--- config.mk ---
export PLATFORM = sky130hd
export DESIGN_NAME = scd_clock_ctl
export DESIGN_NICKNAME = d
export VERILOG_FILES = /design/src/hdl/scd_pkg.sv /design/src/hdl/scd_clock_ctl.sv /design/src/hdl/scd_pow2_div.sv /design/src/hdl/scd_src_mux.sv
export SDC_FILE = /design/constraint.sdc
export NUM_CORES = 1
export LEC_CHECK = 0
export ABC_AREA = 1
export ABC_CLOCK_PERIOD_IN_PS = 1700
export BUFFER_PORTS_ARGS = -buffer_cell sky130_fd_sc_hd__clkbuf_2
export CORE_MARGIN = 1
export CORE_UTILIZATION = 38
export DETAILED_ROUTE_END_ITERATION = 6
export PLACE_DENSITY = 0.63
export SLEW_MARGIN = 5
export SYNTH_ARGS = -nofsm -noshare
export SYNTH_HDL_FRONTEND = slang
export SYNTH_SLANG_ARGS = --single-unit
--- constraint.sdc ---
create_clock -name clk -period 1.7 [get_ports clk]
set_input_delay 0.17 -clock clk [delete_from_list [all_inputs] [get_ports clk]]
set_output_delay 0.17 -clock clk [all_outputs]
set_load 0.03 [all_outputs]
--- src/hdl/scd_pkg.sv ---
// Package for the system clock source and divider block.
// Assumes a single 10 MHz clock and registers behind an Avalon-MM slave.
package scd_pkg;

  // ==========================================================
  // Register indices (byte address is four times the index)
  localparam logic [7:0] IDX_CLK_SEL = 8'hA9;
  localparam logic [7:0] IDX_SLOW_CTL = 8'hB1;
  localparam logic [7:0] IDX_TRIM_A = 8'hC7;
  localparam logic [7:0] IDX_TRIM_B = 8'hD6;
  localparam logic [7:0] IDX_FORCE = 8'hEF;

  // ==========================================================
  // Field positions
  localparam int CSEL_RDY_BIT = 7;
  localparam int CSEL_DIV_LSB = 4;
  localparam int CSEL_SRC_LSB = 0;
  localparam int FORCE_B_BIT = 7;
  localparam int FORCE_A_BIT = 3;
  localparam int SLOW_EN_BIT = 7;
  localparam int SLOW_RDY_BIT = 6;
  localparam int SLOW_TRIM_LSB = 2;
  localparam int SLOW_DIV_LSB = 0;

  // ==========================================================
  // Reset values
  localparam logic [2:0] DIV_RST = 3'h3;
  localparam logic [2:0] SRC_RST = 3'h0;
  localparam logic [1:0] SLOW_DIV_RST = 2'h3;
  localparam logic [7:0] TRIM_A_FACTORY = 8'h80;
  localparam logic [6:0] TRIM_B_FACTORY = 7'h40;
  localparam logic [3:0] SLOW_TRIM_FACTORY = 4'h8;
  localparam logic [1:0] SLOW_DIV_MAX = 2'h3;

  // ==========================================================
  // Source codes
  localparam logic [2:0] SRC_FAST_A = 3'h0;
  localparam logic [2:0] SRC_EXT = 3'h1;
  localparam logic [2:0] SRC_SLOW = 3'h2;
  localparam logic [2:0] SRC_FAST_B = 3'h3;
  localparam logic [2:0] SRC_FAST_A_P15 = 3'h4;
  localparam logic [2:0] SRC_FAST_B_P15 = 3'h7;
  localparam logic [1:0] PRE_LAST = 2'h2;

  // ==========================================================
  // Source switch states
  typedef enum logic [0:0] {SW_IDLE, SW_WAIT} scd_sw_t;

endpackage

--- src/hdl/scd_clock_ctl.sv ---
// Top of the system clock source and divider block.
// Assumes oscillators deliver one-cycle ticks and settle flags on clk.
//
// Function
// - After reset run from fast_osc_a divided by eight.
// - divider_select divides the source by two to its value, reset 3.
// - source_select picks a, ext, slow, b, a/1.5 or b/1.5, reset 0.
// - divider_ready reads 1 once clock passed the divider, resets 1.
// - Source switches on the fly when enabled (fast ones also settled); divider anytime.
// - fast_osc_a runs when forced, requested or selected.
// - fast_osc_b runs when forced, requested or selected.
// - fast_osc_a_trim sets period, 0x00 fastest, resets to factory value.
// - fast_osc_b_trim bits 6:0 set period, resets to factory value.
// - slow_osc_divider divides slow output by 8, 4, 2, 1; reset 3.
// - slow_osc_enable or a watchdog request turns the slow oscillator on.
// - slow_osc_ready reads 1 when the slow oscillator has stabilised.
// - Slow oscillator usable as clock right after it is enabled.
// - Falling slow output edges capture timer count in capture mode.
// - External clock is resynchronised before reaching peripherals.
// - Suspend halts fast oscillators and gates off the system clock.
`timescale 1ns/10ps
module scd_clock_ctl
  import scd_pkg::*;
#(
  parameter logic [7:0] TRIM_A_RST = TRIM_A_FACTORY,
  parameter logic [6:0] TRIM_B_RST = TRIM_B_FACTORY,
  parameter logic [3:0] SLOW_TRIM_RST = SLOW_TRIM_FACTORY
) (
  // Clock and reset
  input wire logic clk,
  input wire logic srst,
  // Avalon-MM slave
  input wire logic [9:0] avs_address,
  input wire logic avs_read,
  input wire logic avs_write,
  input wire logic [31:0] avs_writedata,
  input wire logic [3:0] avs_byteenable,
  output logic [31:0] avs_readdata,
  output logic avs_waitrequest,
  // Oscillator ticks and settle flags
  input wire logic fast_osc_a_tick,
  input wire logic fast_osc_b_tick,
  input wire logic slow_osc_tick,
  input wire logic ext_clock_pin,
  input wire logic fast_osc_a_settled,
  input wire logic fast_osc_b_settled,
  input wire logic slow_osc_settled,
  // Requests from other blocks
  input wire logic fast_osc_a_req,
  input wire logic fast_osc_b_req,
  input wire logic watchdog_slow_req,
  input wire logic suspend,
  input wire logic capture_mode,
  // Clock outputs
  output logic system_clock_en,
  output logic [2:0] active_source,
  output logic ext_clock_sync,
  output logic slow_osc_div_en,
  output logic slow_capture,
  // Oscillator controls
  output logic fast_osc_a_run,
  output logic fast_osc_b_run,
  output logic slow_osc_run,
  output logic [7:0] fast_osc_a_trim,
  output logic [6:0] fast_osc_b_trim,
  output logic [3:0] slow_osc_trim
);

  // ==========================================================
  // Address decode
  function automatic logic reg_hit(input logic [9:0] addr, input logic [7:0] idx);
    reg_hit = (addr == {idx, 2'b00});
  endfunction

  // ==========================================================
  // Register state
  logic [2:0] div_sel_r, div_sel_nxt;
  logic [2:0] src_sel_r, src_sel_nxt;
  logic force_a_r, force_a_nxt, force_b_r, force_b_nxt;
  logic slow_en_r, slow_en_nxt;
  logic [1:0] slow_div_r, slow_div_nxt;
  logic [7:0] trim_a_nxt;
  logic [6:0] trim_b_nxt;
  logic [3:0] slow_trim_nxt;
  logic wr_go;
  logic div_ready, div_out, mux_en, mux_restart, slow_tick_div, ext_d_r;
  logic [2:0] cur_src;

  assign wr_go = avs_write && !avs_waitrequest && avs_byteenable[0];

  always_comb begin
    div_sel_nxt = div_sel_r;
    src_sel_nxt = src_sel_r;
    force_a_nxt = force_a_r;
    force_b_nxt = force_b_r;
    slow_en_nxt = slow_en_r;
    slow_div_nxt = slow_div_r;
    trim_a_nxt = fast_osc_a_trim;
    trim_b_nxt = fast_osc_b_trim;
    slow_trim_nxt = slow_osc_trim;
    if (wr_go) begin
      if (reg_hit(avs_address, IDX_CLK_SEL)) begin
        div_sel_nxt = avs_writedata[CSEL_DIV_LSB +: 3];
        src_sel_nxt = avs_writedata[CSEL_SRC_LSB +: 3];
      end else if (reg_hit(avs_address, IDX_SLOW_CTL)) begin
        slow_en_nxt = avs_writedata[SLOW_EN_BIT];
        slow_trim_nxt = avs_writedata[SLOW_TRIM_LSB +: 4];
        slow_div_nxt = avs_writedata[SLOW_DIV_LSB +: 2];
      end else if (reg_hit(avs_address, IDX_TRIM_A)) begin
        trim_a_nxt = avs_writedata[7:0];
      end else if (reg_hit(avs_address, IDX_TRIM_B)) begin
        trim_b_nxt = avs_writedata[6:0];
      end else if (reg_hit(avs_address, IDX_FORCE)) begin
        force_a_nxt = avs_writedata[FORCE_A_BIT];
        force_b_nxt = avs_writedata[FORCE_B_BIT];
      end
    end
  end

  always_ff @(posedge clk) begin
    if (srst) begin
      div_sel_r <= DIV_RST;
      src_sel_r <= SRC_RST;
      force_a_r <= 1'b0;
      force_b_r <= 1'b0;
      slow_en_r <= 1'b0;
      slow_div_r <= SLOW_DIV_RST;
      fast_osc_a_trim <= TRIM_A_RST;
      fast_osc_b_trim <= TRIM_B_RST;
      slow_osc_trim <= SLOW_TRIM_RST;
    end else begin
      div_sel_r <= div_sel_nxt;
      src_sel_r <= src_sel_nxt;
      force_a_r <= force_a_nxt;
      force_b_r <= force_b_nxt;
      slow_en_r <= slow_en_nxt;
      slow_div_r <= slow_div_nxt;
      fast_osc_a_trim <= trim_a_nxt;
      fast_osc_b_trim <= trim_b_nxt;
      slow_osc_trim <= slow_trim_nxt;
    end
  end

  // ==========================================================
  // Bus answer: one wait cycle, then a one-cycle acknowledge
  logic wait_nxt;
  logic [31:0] rdata_nxt;
  logic [7:0] rbyte;

  always_comb begin
    rbyte = 8'h00;
    if (reg_hit(avs_address, IDX_CLK_SEL)) begin
      rbyte = {div_ready, div_sel_r, 1'b0, src_sel_r};
    end else if (reg_hit(avs_address, IDX_SLOW_CTL)) begin
      rbyte = {slow_en_r, slow_osc_settled, slow_osc_trim, slow_div_r};
    end else if (reg_hit(avs_address, IDX_TRIM_A)) begin
      rbyte = fast_osc_a_trim;
    end else if (reg_hit(avs_address, IDX_TRIM_B)) begin
      rbyte = {1'b0, fast_osc_b_trim};
    end else if (reg_hit(avs_address, IDX_FORCE)) begin
      rbyte = {force_b_r, 3'h0, force_a_r, 3'h0};
    end
    wait_nxt = 1'b1;
    rdata_nxt = avs_readdata;
    if ((avs_read || avs_write) && avs_waitrequest) begin
      wait_nxt = 1'b0;
      rdata_nxt = {24'h000000, rbyte};
    end
  end

  always_ff @(posedge clk) begin
    if (srst) begin
      avs_waitrequest <= 1'b1;
      avs_readdata <= 32'h00000000;
    end else begin
      avs_waitrequest <= wait_nxt;
      avs_readdata <= rdata_nxt;
    end
  end

  // ==========================================================
  // Oscillator enables
  logic sel_a, sel_b, run_a_nxt, run_b_nxt, run_s_nxt;
  logic [3:0] running;

  always_comb begin
    // Source in use keeps running until the mux has left it
    sel_a = (src_sel_r == SRC_FAST_A) || (src_sel_r == SRC_FAST_A_P15)
            || (cur_src == SRC_FAST_A) || (cur_src == SRC_FAST_A_P15);
    sel_b = (src_sel_r == SRC_FAST_B) || (src_sel_r == SRC_FAST_B_P15)
            || (cur_src == SRC_FAST_B) || (cur_src == SRC_FAST_B_P15);
    // Halted in suspend even when forced
    run_a_nxt = !suspend && (force_a_r || fast_osc_a_req || sel_a);
    run_b_nxt = !suspend && (force_b_r || fast_osc_b_req || sel_b);
    run_s_nxt = slow_en_r || watchdog_slow_req;
    // Ext presence is the software's duty; slow needs no settle wait
    running = {fast_osc_b_run && fast_osc_b_settled, slow_osc_run, 1'b1,
               fast_osc_a_run && fast_osc_a_settled};
  end

  always_ff @(posedge clk) begin
    if (srst) begin
      fast_osc_a_run <= 1'b1;
      fast_osc_b_run <= 1'b0;
      slow_osc_run <= 1'b0;
    end else begin
      fast_osc_a_run <= run_a_nxt;
      fast_osc_b_run <= run_b_nxt;
      slow_osc_run <= run_s_nxt;
    end
  end

  // ==========================================================
  // System clock path
  scd_src_mux u_mux (
    .clk(clk),
    .srst(srst),
    // Ext level becomes a tick on its synchronised rising edge
    .tick_vec({fast_osc_b_tick, slow_osc_tick, ext_clock_sync && !ext_d_r,
               fast_osc_a_tick}),
    .src_running(running),
    .req_src(src_sel_r),
    .hold(suspend),
    .cur_src(cur_src),
    .src_en(mux_en),
    .restart(mux_restart)
  );

  scd_pow2_div #(.SW(3), .CW(7), .SEL_RST(DIV_RST), .RDY_RST(1'b1)) u_sys_div (
    .clk(clk),
    .srst(srst),
    .in_en(mux_en),
    .restart(mux_restart),
    .sel(div_sel_r),
    .out_en(div_out),
    .ready(div_ready)
  );

  // Slow divider: field 0 divides by 8, field 3 passes every tick
  scd_pow2_div #(.SW(2), .CW(3), .SEL_RST(2'(SLOW_DIV_MAX - SLOW_DIV_RST)), .RDY_RST(1'b1))
  u_slow_div (
    .clk(clk),
    .srst(srst),
    .in_en(slow_osc_tick && slow_osc_run),
    .restart(1'b0),
    .sel(2'(SLOW_DIV_MAX - slow_div_r)),
    .out_en(slow_tick_div),
    .ready()
  );

  // ==========================================================
  // Output stage, external resync and capture
  logic ext_s1_r, ext_s2_r, slow_lvl_r;
  logic sys_nxt, cap_nxt, lvl_nxt;

  always_comb begin
    sys_nxt = div_out && !suspend;
    lvl_nxt = slow_tick_div ? !slow_lvl_r : slow_lvl_r;
    // A tick while high is the falling edge of the divided output
    cap_nxt = capture_mode && slow_tick_div && slow_lvl_r;
  end

  always_ff @(posedge clk) begin
    if (srst) begin
      ext_s1_r <= 1'b0;
      ext_s2_r <= 1'b0;
      ext_clock_sync <= 1'b0;
      ext_d_r <= 1'b0;
      slow_lvl_r <= 1'b0;
      slow_capture <= 1'b0;
      slow_osc_div_en <= 1'b0;
      system_clock_en <= 1'b0;
      active_source <= SRC_RST;
    end else begin
      ext_s1_r <= ext_clock_pin;
      ext_s2_r <= ext_s1_r;
      ext_clock_sync <= ext_s2_r;
      ext_d_r <= ext_clock_sync;
      slow_lvl_r <= lvl_nxt;
      slow_capture <= cap_nxt;
      slow_osc_div_en <= slow_tick_div;
      system_clock_en <= sys_nxt;
      active_source <= cur_src;
    end
  end
endmodule // scd_clock_ctl

--- src/hdl/scd_pow2_div.sv ---
// Power-of-two tick divider: passes one input tick out of 2^sel.
// Assumes in_en is a one-cycle tick enable on clk.
`timescale 1ns/10ps
module scd_pow2_div
  import scd_pkg::*;
#(
  parameter int SW = 3,
  parameter int CW = 7,
  parameter logic [SW-1:0] SEL_RST = '0,
  parameter logic RDY_RST = 1'b1
) (
  // Clock and reset
  input wire logic clk,
  input wire logic srst,
  // Control
  input wire logic in_en,
  input wire logic restart,
  input wire logic [SW-1:0] sel,
  // Result
  output logic out_en,
  output logic ready
);

  logic [CW-1:0] cnt_r, cnt_nxt, mask;
  logic [SW-1:0] sel_r, sel_nxt;
  logic out_nxt, rdy_nxt;

  // ==========================================================
  // Counter
  always_comb begin
    mask = ~({CW{1'b1}} << sel);
    cnt_nxt = cnt_r;
    sel_nxt = sel;
    out_nxt = 1'b0;
    rdy_nxt = ready;
    // Restart on any change so the first output period is full length
    if (restart || sel != sel_r) begin
      cnt_nxt = '0;
      rdy_nxt = 1'b0;
    end else if (in_en) begin
      if ((cnt_r & mask) == mask) begin
        cnt_nxt = '0;
        out_nxt = 1'b1;
        rdy_nxt = 1'b1;
      end else begin
        cnt_nxt = CW'(cnt_r + 1'b1);
      end
    end
  end

  always_ff @(posedge clk) begin
    if (srst) begin
      cnt_r <= '0;
      sel_r <= SEL_RST;
      out_en <= 1'b0;
      ready <= RDY_RST;
    end else begin
      cnt_r <= cnt_nxt;
      sel_r <= sel_nxt;
      out_en <= out_nxt;
      ready <= rdy_nxt;
    end
  end

endmodule // scd_pow2_div

--- src/hdl/scd_src_mux.sv ---
// Source multiplexer with 1.5 pre-scale and safe switching.
// Assumes source ticks are one-cycle enables indexed a, ext, slow, b.
`timescale 1ns/10ps
module scd_src_mux
  import scd_pkg::*;
(
  // Clock and reset
  input wire logic clk,
  input wire logic srst,
  // Sources
  input wire logic [3:0] tick_vec,
  input wire logic [3:0] src_running,
  // Control
  input wire logic [2:0] req_src,
  input wire logic hold,
  // Result
  output logic [2:0] cur_src,
  output logic src_en,
  output logic restart
);

  scd_sw_t st_r, st_nxt;
  logic [2:0] cur_nxt;
  logic [1:0] pre_r, pre_nxt;
  logic en_nxt, rst_nxt, req_ok;

  // ==========================================================
  // Switch control and pre-scale
  always_comb begin
    req_ok = (req_src != 3'h5) && (req_src != 3'h6);
    st_nxt = st_r;
    cur_nxt = cur_src;
    pre_nxt = pre_r;
    rst_nxt = 1'b0;
    en_nxt = 1'b0;
    case (st_r)
      SW_IDLE: begin
        if (req_ok && req_src != cur_src) begin
          st_nxt = SW_WAIT;
        end
      end
      SW_WAIT: begin
        if (!req_ok || req_src == cur_src) begin
          st_nxt = SW_IDLE;
        end else if (src_running[req_src[1:0]]) begin
          cur_nxt = req_src;
          rst_nxt = 1'b1;
          pre_nxt = '0;
          st_nxt = SW_IDLE;
        end
      end
      default: st_nxt = SW_IDLE;
    endcase
    // Codes 4 and 7 pass two ticks of every three
    if (tick_vec[cur_src[1:0]] && !rst_nxt && !hold) begin
      if (cur_src[2]) begin
        pre_nxt = (pre_r == PRE_LAST) ? 2'h0 : 2'(pre_r + 1'b1);
        en_nxt = (pre_r != PRE_LAST);
      end else begin
        en_nxt = 1'b1;
      end
    end
  end

  always_ff @(posedge clk) begin
    if (srst) begin
      st_r <= SW_IDLE;
      cur_src <= SRC_RST;
      pre_r <= '0;
      src_en <= 1'b0;
      restart <= 1'b0;
    end else begin
      st_r <= st_nxt;
      cur_src <= cur_nxt;
      pre_r <= pre_nxt;
      src_en <= en_nxt;
      restart <= rst_nxt;
    end
  end

endmodule // scd_src_mux

==> flow_summary.rst, run 1 <==
.. list-table::
   :header-rows: 1

   * - Metric
     - Value
   * - Post-route clock skew
     - 0.0112 ns
   * - FP Rows
     - 36
   * - Pin count of the biggest net entering global routing
     - 42
   * - Worst vdd rail ir drop
     - 391 µV
   * - Die footprint
     - 10400 µm²
   * - WL per Instance
     - 12.0 µm
   * - Synth-to-layout area growth
     - 16.9%
   * - Iter 0 DRT Violations
     - 133
   * - Port Buf Inserts
     - 72
   * - Largest driver fanout on the critical path
     - 9
   * - Global route total overflow
     - 0
   * - MaxCap Viol Count
     - 0
   * - Htree depth
     - 3
   * - Type of the worst min-delay path
     - primary input to flip-flop
   * - Vias
     - 3440
   * - Total wire length
     - 8.83 mm
   * - Cts-stage hold buffer count
     - 0
   * - Share of cells above drive strength 1
     - 0.214
   * - Reg2reg path depth
     - 9
   * - Number of stages on the worst setup path
     - 9
   * - All-Layer GR Usage
     - 0.185
   * - Total negative slack for setup checks
     - 0 ns
   * - Max-slew violation count
     - 0
   * - Routability congestion estimate from global placement
     - 0.840
   * - Total buffers and inverters traversed by the critical path
     - 1
   * - Count of final setup violators
     - 0
   * - Area after detailed placement
     - 4240 µm²
   * - Width of the die
     - 102 µm
   * - Effective utilization at floorplan
     - 0.392
   * - Slew of the pin with the lowest slew margin
     - 0.492 ns
   * - Number of standard cells after synthesis
     - 522
   * - Post-layout min period
     - 1.52 ns
   * - Vias per Instance
     - 4.67
   * - Post-route cell area
     - 4460 µm²
   * - TritonCTS clock tree
     - done
   * - Part of the Yosys area used for sequential elements
     - 0.415
   * - Maximum cell stage delay along the critical path
     - 0.49 ns
   * - Worst-path clk slew
     - 0.09 ns
   * - Warning count from the yosys run
     - 0
   * - Highest clock rate
     - 659 MHz
   * - Worst flop-to-flop path endpoint
     - u_mux.pre_r[1]
   * - Via count of the first global-routing pass
     - 3238
   * - Number of nets with antenna violations after routing
     - 0
   * - Distinct cell type count after synthesis
     - 39
   * - Unrepaired setup endpoints after global routing
     - no
   * - Number of gates resized after CTS
     - 0
   * - Startpoint of the worst register-to-register path
     - src_sel_r[0]
   * - Area occupied by registers
     - 1580 µm²
   * - Reg-to-reg setup timing slack
     - 0.18 ns
   * - Boundary Pins
     - 124
   * - Start point of the critical path
     - src_sel_r[0]
   * - Final Hold Violating Endpoints
     - 0
   * - Core Area
     - 9730 µm²
   * - Critical path capture point type
     - flip-flop
   * - Required time of the critical path
     - 1.95 ns
   * - Buffer cell driving the clock tree root
     - clkbuf_8
   * - Syn avg cell area
     - 7.31 µm²
   * - Final period util
     - 0.893
   * - Kind of critical path
     - flip-flop to flip-flop
   * - Cell with the most instances on the worst path
     - nand2_1
   * - Number of nets in the finished design
     - 663
   * - DIE HEIGHT
     - 102 µm
   * - Library cell contributing the largest single delay on the critical path
     - dfxtp_1
   * - Clock insertion delay at the later pin of the skew report
     - 0.36 ns
   * - Clock sink count
     - 79
   * - Lkg Pwr
     - 2.06 nW
   * - Multi-input logic area
     - 1790 µm²
   * - Synthesis-stage register bit count
     - 79
   * - Result of the run
     - completed
   * - Max-slew headroom at the worst pin
     - 0.670
   * - Global-route wire length before repair
     - 14.8 mm
   * - P per Cell Area
     - 843 nW/µm²
   * - Crit path arrival time
     - 1.77 ns
   * - Startpoint Class
     - flip-flop
   * - Synthesized cell area
     - 3810 µm²
   * - Buffers from clock root to sink, at most
     - 2
   * - Antenna violations before repair
     - 0
   * - Number of detailed-route iterations in the first pass
     - 4
   * - Number of diodes added for antenna fixing
     - 0
   * - CP endpoint
     - u_mux.pre_r[1]
   * - Cell-by-cell listing of the critical path
     - inv_1 > nand3_1 > nand2_1 > nor2_2 > nand3_2 > nand3_1 > nand2_1 > nand2_1 > nor2_1
   * - Fill cell count
     - 1042
   * - Postcts setup bufs
     - 0
   * - Critical path's top delay family
     - simple AND/OR/NAND/NOR gates
   * - Number of buffers added by the clock tree synthesis step
     - 9
   * - Remaining routing DRC violations
     - 0
   * - Share of the core filled with cells in the final layout
     - 0.458
   * - Hpwl dp
     - 6.81 mm
[cell usage in the layout (no fill, tap or decap), types with 10 or more instances in the layout]
| cell type | instances |
|---|---|
| nand3_1 | 42 |
| clkbuf_8 | 10 |
| buf_4 | 10 |
| nand2_1 | 98 |
| o21ai_0 | 22 |
| clkbuf_2 | 72 |
| nand4_1 | 15 |
| nor2_1 | 61 |
| inv_1 | 63 |
| dfxtp_1 | 79 |
| conb_1 | 24 |
| a21oi_1 | 30 |
[final cells by class]
cell class	instances	area share
clock buffer	11	0.0317
inverter	70	0.0592
tap	133	0.0373
clock inverter	5	0.0182
sequential	79	0.355
multi-input combinational	357	0.401
timing repair buffer	82	0.0976
[Yosys cell counts (all sizes together)]
cell type  instances  area [µm²]
or2                3        21.3
xor2               6        52.6
nand3b             1        7.51
nor3               9        67.6
conb               1        3.75
nand3             45         248
a2111oi            1        8.76
clkbuf             6        22.5
nand2            103         404
o211ai             4        30.0
mux2i              1        10.0
clkinv             3        12.5
a211oi             3        22.5
nor2              71         312
a21oi             33         176
nor3b              1        7.51
xnor2              5        43.8
o21a               6        45.0
ha                 2        25.0
o21ai             24         124
dfxtp             79        1580
buf               33         243
nand4             15        93.8
inv               67         251
[state kept, by name, summed over array words and instances (netlist names), 2 cells and up]
signal and count:
div_sel_r 3, u_slow_div.sel_r 2, slow_div_r 2, avs_readdata 8, u_mux.pre_r 2, fast_osc_b_trim 7
active_source 3, src_sel_r 3, u_sys_div.cnt_r 7, fast_osc_a_trim 8, u_sys_div.sel_r 3, slow_osc_trim 4
u_mux.cur_src 3, u_slow_div.cnt_r 3
[kinds of logic (layout without fill, tap and decap cells)]
kind of cell | Yosys count | in the layout | share of synthesized area
and+or+nand+nor | 248 | 248 | 0.304
buffers and inverters | 109 | 168 | 0.139
DFF | 79 | 79 | 0.415
AOI/OAI and AO/OA | 71 | 71 | 0.107
xor gates and xnor gates | 11 | 11 | 0.0253
adders and majority gates | 2 | 2 | 0.00656
other | 1 | 24 | 0.000983
muxes | 1 | 1 | 0.00262
[how the worst min path moves through the flow]
stage | start | endpoint | slack (ns) | cells past startpoint
final | capture_mode | slow_capture | 0.01 | 3
after floorplan | suspend | system_clock_en | 0.25 | 1
after detailed placement | ext_clock_pin | ext_s1_r | 0.38 | 3
after CTS | ext_clock_pin | ext_s1_r | 0.007 | 3
after global routing | ext_clock_pin | ext_s1_r | 0.01 | 3
after global placement | ext_clock_pin | ext_s1_r | 0.38 | 3
[stage by stage]
step | setup slack, ns | hold WS [ns] | power [mW] | std cells
after floorplan | 0.300 | 0.246 | 2.17 | 545
after CTS | 0.178 | 0.00723 | 3.79 | 737
after global placement | 0.195 | 0.380 | 2.23 | 721
final | 0.182 | 0.0150 | 3.76 | 737
after detailed placement | 0.166 | 0.380 | 2.24 | 721
after global routing | 0.00412 | 0.0134 | 3.90 | 737
[power breakdown]
group	total, mW	internal (mW)	switching [mW]	leakage (nW)
Clock	1.57	0.868	0.699	0.110
Combinational	0.313	0.0821	0.231	1.31
Sequential	1.88	1.87	0.0118	0.639
[worst reg2reg max path, stage by stage, from the launching register on]
cell     delay (ns)
dfxtp_1        0.49
inv_1          0.10
nand3_1        0.08
nand2_1        0.06
nor2_2         0.13
nand3_2        0.19
nand3_1        0.18
nand2_1        0.07
nand2_1        0.06
nor2_1         0.04
[metal layers]
| layer | track usage | vias up | part of all wire |
|---|---|---|---|
| met5 | 0 | - | 0 |
| met1 | 0.225 | 1555 | 0.46 |
| met2 | 0.323 | 103 | 0.49 |
| met4 | 0.0802 | 0 | 0.018 |
| li1 | - | 1769 | - |
| met3 | 0.0267 | 13 | 0.036 |
Power figures use the tool's default switching activity.
==> run 2: changes to the inputs <==
Settings changed: ABC_CLOCK_PERIOD_IN_PS 1700 to 1400, CORE_UTILIZATION 38 to 51, PLACE_DENSITY 0.63 to 0.8.
Clock period 1.7 ns to 1.4 ns, I/O delays scaled along.
==> run 2 against run 1 <==
Net effect:
- global-route usage up 5.3 points
- via count is 4.8% higher
- worst hold slack improved by 0.011 ns
- critical path depth unchanged
- non-clock buffer count up 12
- first-iteration DRC count is 50% higher
- sequential cell count stayed put
- combinational power increased by 28%
- die area down 25%
- cell area increased by 3.6%
- clock power is 21% higher
- final cell count down 2.8%
- largest power group unchanged
- highest routed layer unchanged
==> flow_summary.rst, run 2 (same netlist as run 1, synthesis figures left out) <==
.. list-table::
   :header-rows: 1

   * - Metric
     - Value
   * - Number of buffers added by the clock tree synthesis step
     - 9
   * - All-Layer GR Usage
     - 0.237
   * - TritonCTS clock tree
     - done
   * - Cell-by-cell listing of the critical path
     - buf_4 > xnor2_2 > nand3_2 > nand3_4 > inv_2 > nand2_1 > inv_2 > nor2_1 > nor2_1
   * - Kind of critical path
     - flip-flop to flip-flop
   * - Via count of the first global-routing pass
     - 3243
   * - Maximum cell stage delay along the critical path
     - 0.37 ns
   * - Post-route cell area
     - 4620 µm²
   * - Post-route setup slack
     - 0.0390 ns
   * - Start point of the critical path
     - src_sel_r[0]
   * - Critical path's top delay family
     - simple AND/OR/NAND/NOR gates
   * - Global route total overflow
     - 0
   * - Hpwl dp
     - 6.58 mm
   * - Startpoint of the tightest hold check path
     - watchdog_slow_req
   * - Lkg Pwr
     - 2.14 nW
   * - Final period util
     - 0.972
   * - Top flop regs
     - avs_readdata (8), fast_osc_a_trim (8)
   * - Count of final setup violators
     - 0
   * - Core Area
     - 7250 µm²
   * - Crit path arrival time
     - 1.61 ns
   * - Required time of the critical path
     - 1.65 ns
   * - Post-placement worst setup slack
     - -0.0695 ns
   * - Hold slack final
     - 0.0258 ns
   * - Post-route clock skew
     - 0.00551 ns
   * - Antenna violations before repair
     - 0
   * - Clock insertion delay at the later pin of the skew report
     - 0.35 ns
   * - Startpoint Class
     - flip-flop
   * - Buffers from clock root to sink, at most
     - 2
   * - Port Buf Inserts
     - 72
   * - Most frequent standard cell in the layout excluding fill and tap cells
     - nand2_1
   * - Max-slew violation count
     - 0
   * - Result of the run
     - completed
   * - FP Rows
     - 31
   * - MaxCap Viol Count
     - 0
   * - Share of cells above drive strength 1
     - 0.263
   * - Cell-internal power
     - 3.39 mW
   * - Synth-to-layout area growth
     - 21.2%
   * - Seq pwr share
     - 0.498
   * - Width of the die
     - 88.5 µm
   * - Largest driver fanout on the critical path
     - 5
   * - Power consumption
     - 4.57 mW
   * - Most frequent cells in the layout
     - 97 x nand2_1, 75 x dfxtp_1, 72 x clkbuf_2
   * - Total buffers and inverters traversed by the critical path
     - 3
   * - Combinational share of power
     - 0.088
   * - Library cell contributing the largest single delay on the critical path
     - dfxtp_4
   * - P per Cell Area
     - 990 nW/µm²
   * - Pin count of the biggest net entering global routing
     - 42
   * - Final Hold Violating Endpoints
     - 0
   * - Worst-path clk slew
     - 0.08 ns
   * - Startpoint of the worst register-to-register path
     - src_sel_r[0]
   * - Clock sink count
     - 79
   * - Post-layout min period
     - 1.36 ns
   * - DIE HEIGHT
     - 88.5 µm
   * - Net switching power
     - 1.18 mW
   * - Buffer cell driving the clock tree root
     - clkbuf_8
   * - Effective utilization at floorplan
     - 0.526
   * - Die footprint
     - 7830 µm²
   * - Highest clock rate
     - 735 MHz
   * - Clk pwr share
     - 0.415
   * - Unrepaired setup endpoints after global routing
     - yes
   * - Number of nets with antenna violations after routing
     - 0
   * - Total wire length
     - 9.07 mm
   * - Global-route wire length before repair
     - 14.5 mm
   * - Vias
     - 3605
   * - Number of nets in the finished design
     - 676
   * - Switching part of the total power
     - 0.259
   * - Type of the worst min-delay path
     - primary input to flip-flop
   * - Routability congestion estimate from global placement
     - 0.873
   * - WL per Instance
     - 12.7 µm
   * - Remaining routing DRC violations
     - 0
   * - Number of diodes added for antenna fixing
     - 0
   * - Worst vdd rail ir drop
     - 505 µV
   * - Vias per Instance
     - 5.03
   * - Number of detailed-route iterations in the first pass
     - 5
   * - Htree depth
     - 3
   * - Iter 0 DRT Violations
     - 199
   * - Critical path capture point type
     - flip-flop
   * - Boundary Pins
     - 124
   * - Fill cell count
     - 614
   * - Share of the core filled with cells in the final layout
     - 0.637
   * - Area after detailed placement
     - 4260 µm²
run 2: cell count changes in the layout (fill, tap and decap cells not counted), sizes merged:
cell / change
clkbuf: -1
nand3: +1
dlygate4sd3: +2
buf: +10
inv: +1
run 2: worst min-delay path, cell delays in order:
cell      delay (ns)
clkbuf_2        0.09
nor2_1          0.04
nor2_1          0.07
run 2: final cells by class:
| type | count | area (µm²) | share of cell area |
|---|---|---|---|
| clock buffers | 10 | 128 | 0.0276 |
| clock inverters | 6 | 93.8 | 0.0203 |
| flip-flops and latches | 79 | 1590 | 0.345 |
| repair buffers | 94 | 543 | 0.117 |
| well taps | 99 | 124 | 0.0268 |
| inverters | 70 | 264 | 0.0571 |
| multi-input cells | 358 | 1880 | 0.406 |
run 2: worst paths after layout:
kind,endpoint,slack [ns],cells after the start
max reg2reg,u_mux.cur_src[0],0.04,9
max,u_mux.cur_src[0],0.04,9
min,slow_osc_run,0.03,3
min reg2reg,ext_clock_sync,0.41,2
run 2: through the flow:
step                      TNS [ns]  cells
after floorplan                  0    545
after global routing        -0.206    716
after CTS                        0    712
after global placement           0    694
final                            0    716
after detailed placement    -0.163    694
run 2: repair_timing:
| action | in CTS | in global routing |
|---|---|---|
| setup buffers | 0 | 3 |
| gates cloned | 0 | 1 |
| resized for setup | 2 | 25 |
| hold buffers | 2 | 0 |
| pin swaps | 0 | 2 |
| hold endpoints to repair | 2 | 0 |
| endpoints found under the setup margin | 5 | 30 |
run 2: layer usage:
layer | vias to the layer above | wire length (µm) | track usage
met5 | - | 0 | 0
met4 | 0 | 193 | 0.0968
met3 | 19 | 437 | 0.0401
met2 | 122 | 4590 | 0.422
met1 | 1661 | 3850 | 0.284
li1 | 1803 | - | -
run 2: power groups by stage:
stage	Combinational [mW]	Clock [mW]	Sequential, mW
global placement	0.377	0	2.33
detailed placement	0.386	0	2.33
finish	0.402	1.90	2.28
floorplan	0.288	0	2.35
CTS	0.393	1.90	2.28
global route	0.444	2.00	2.28
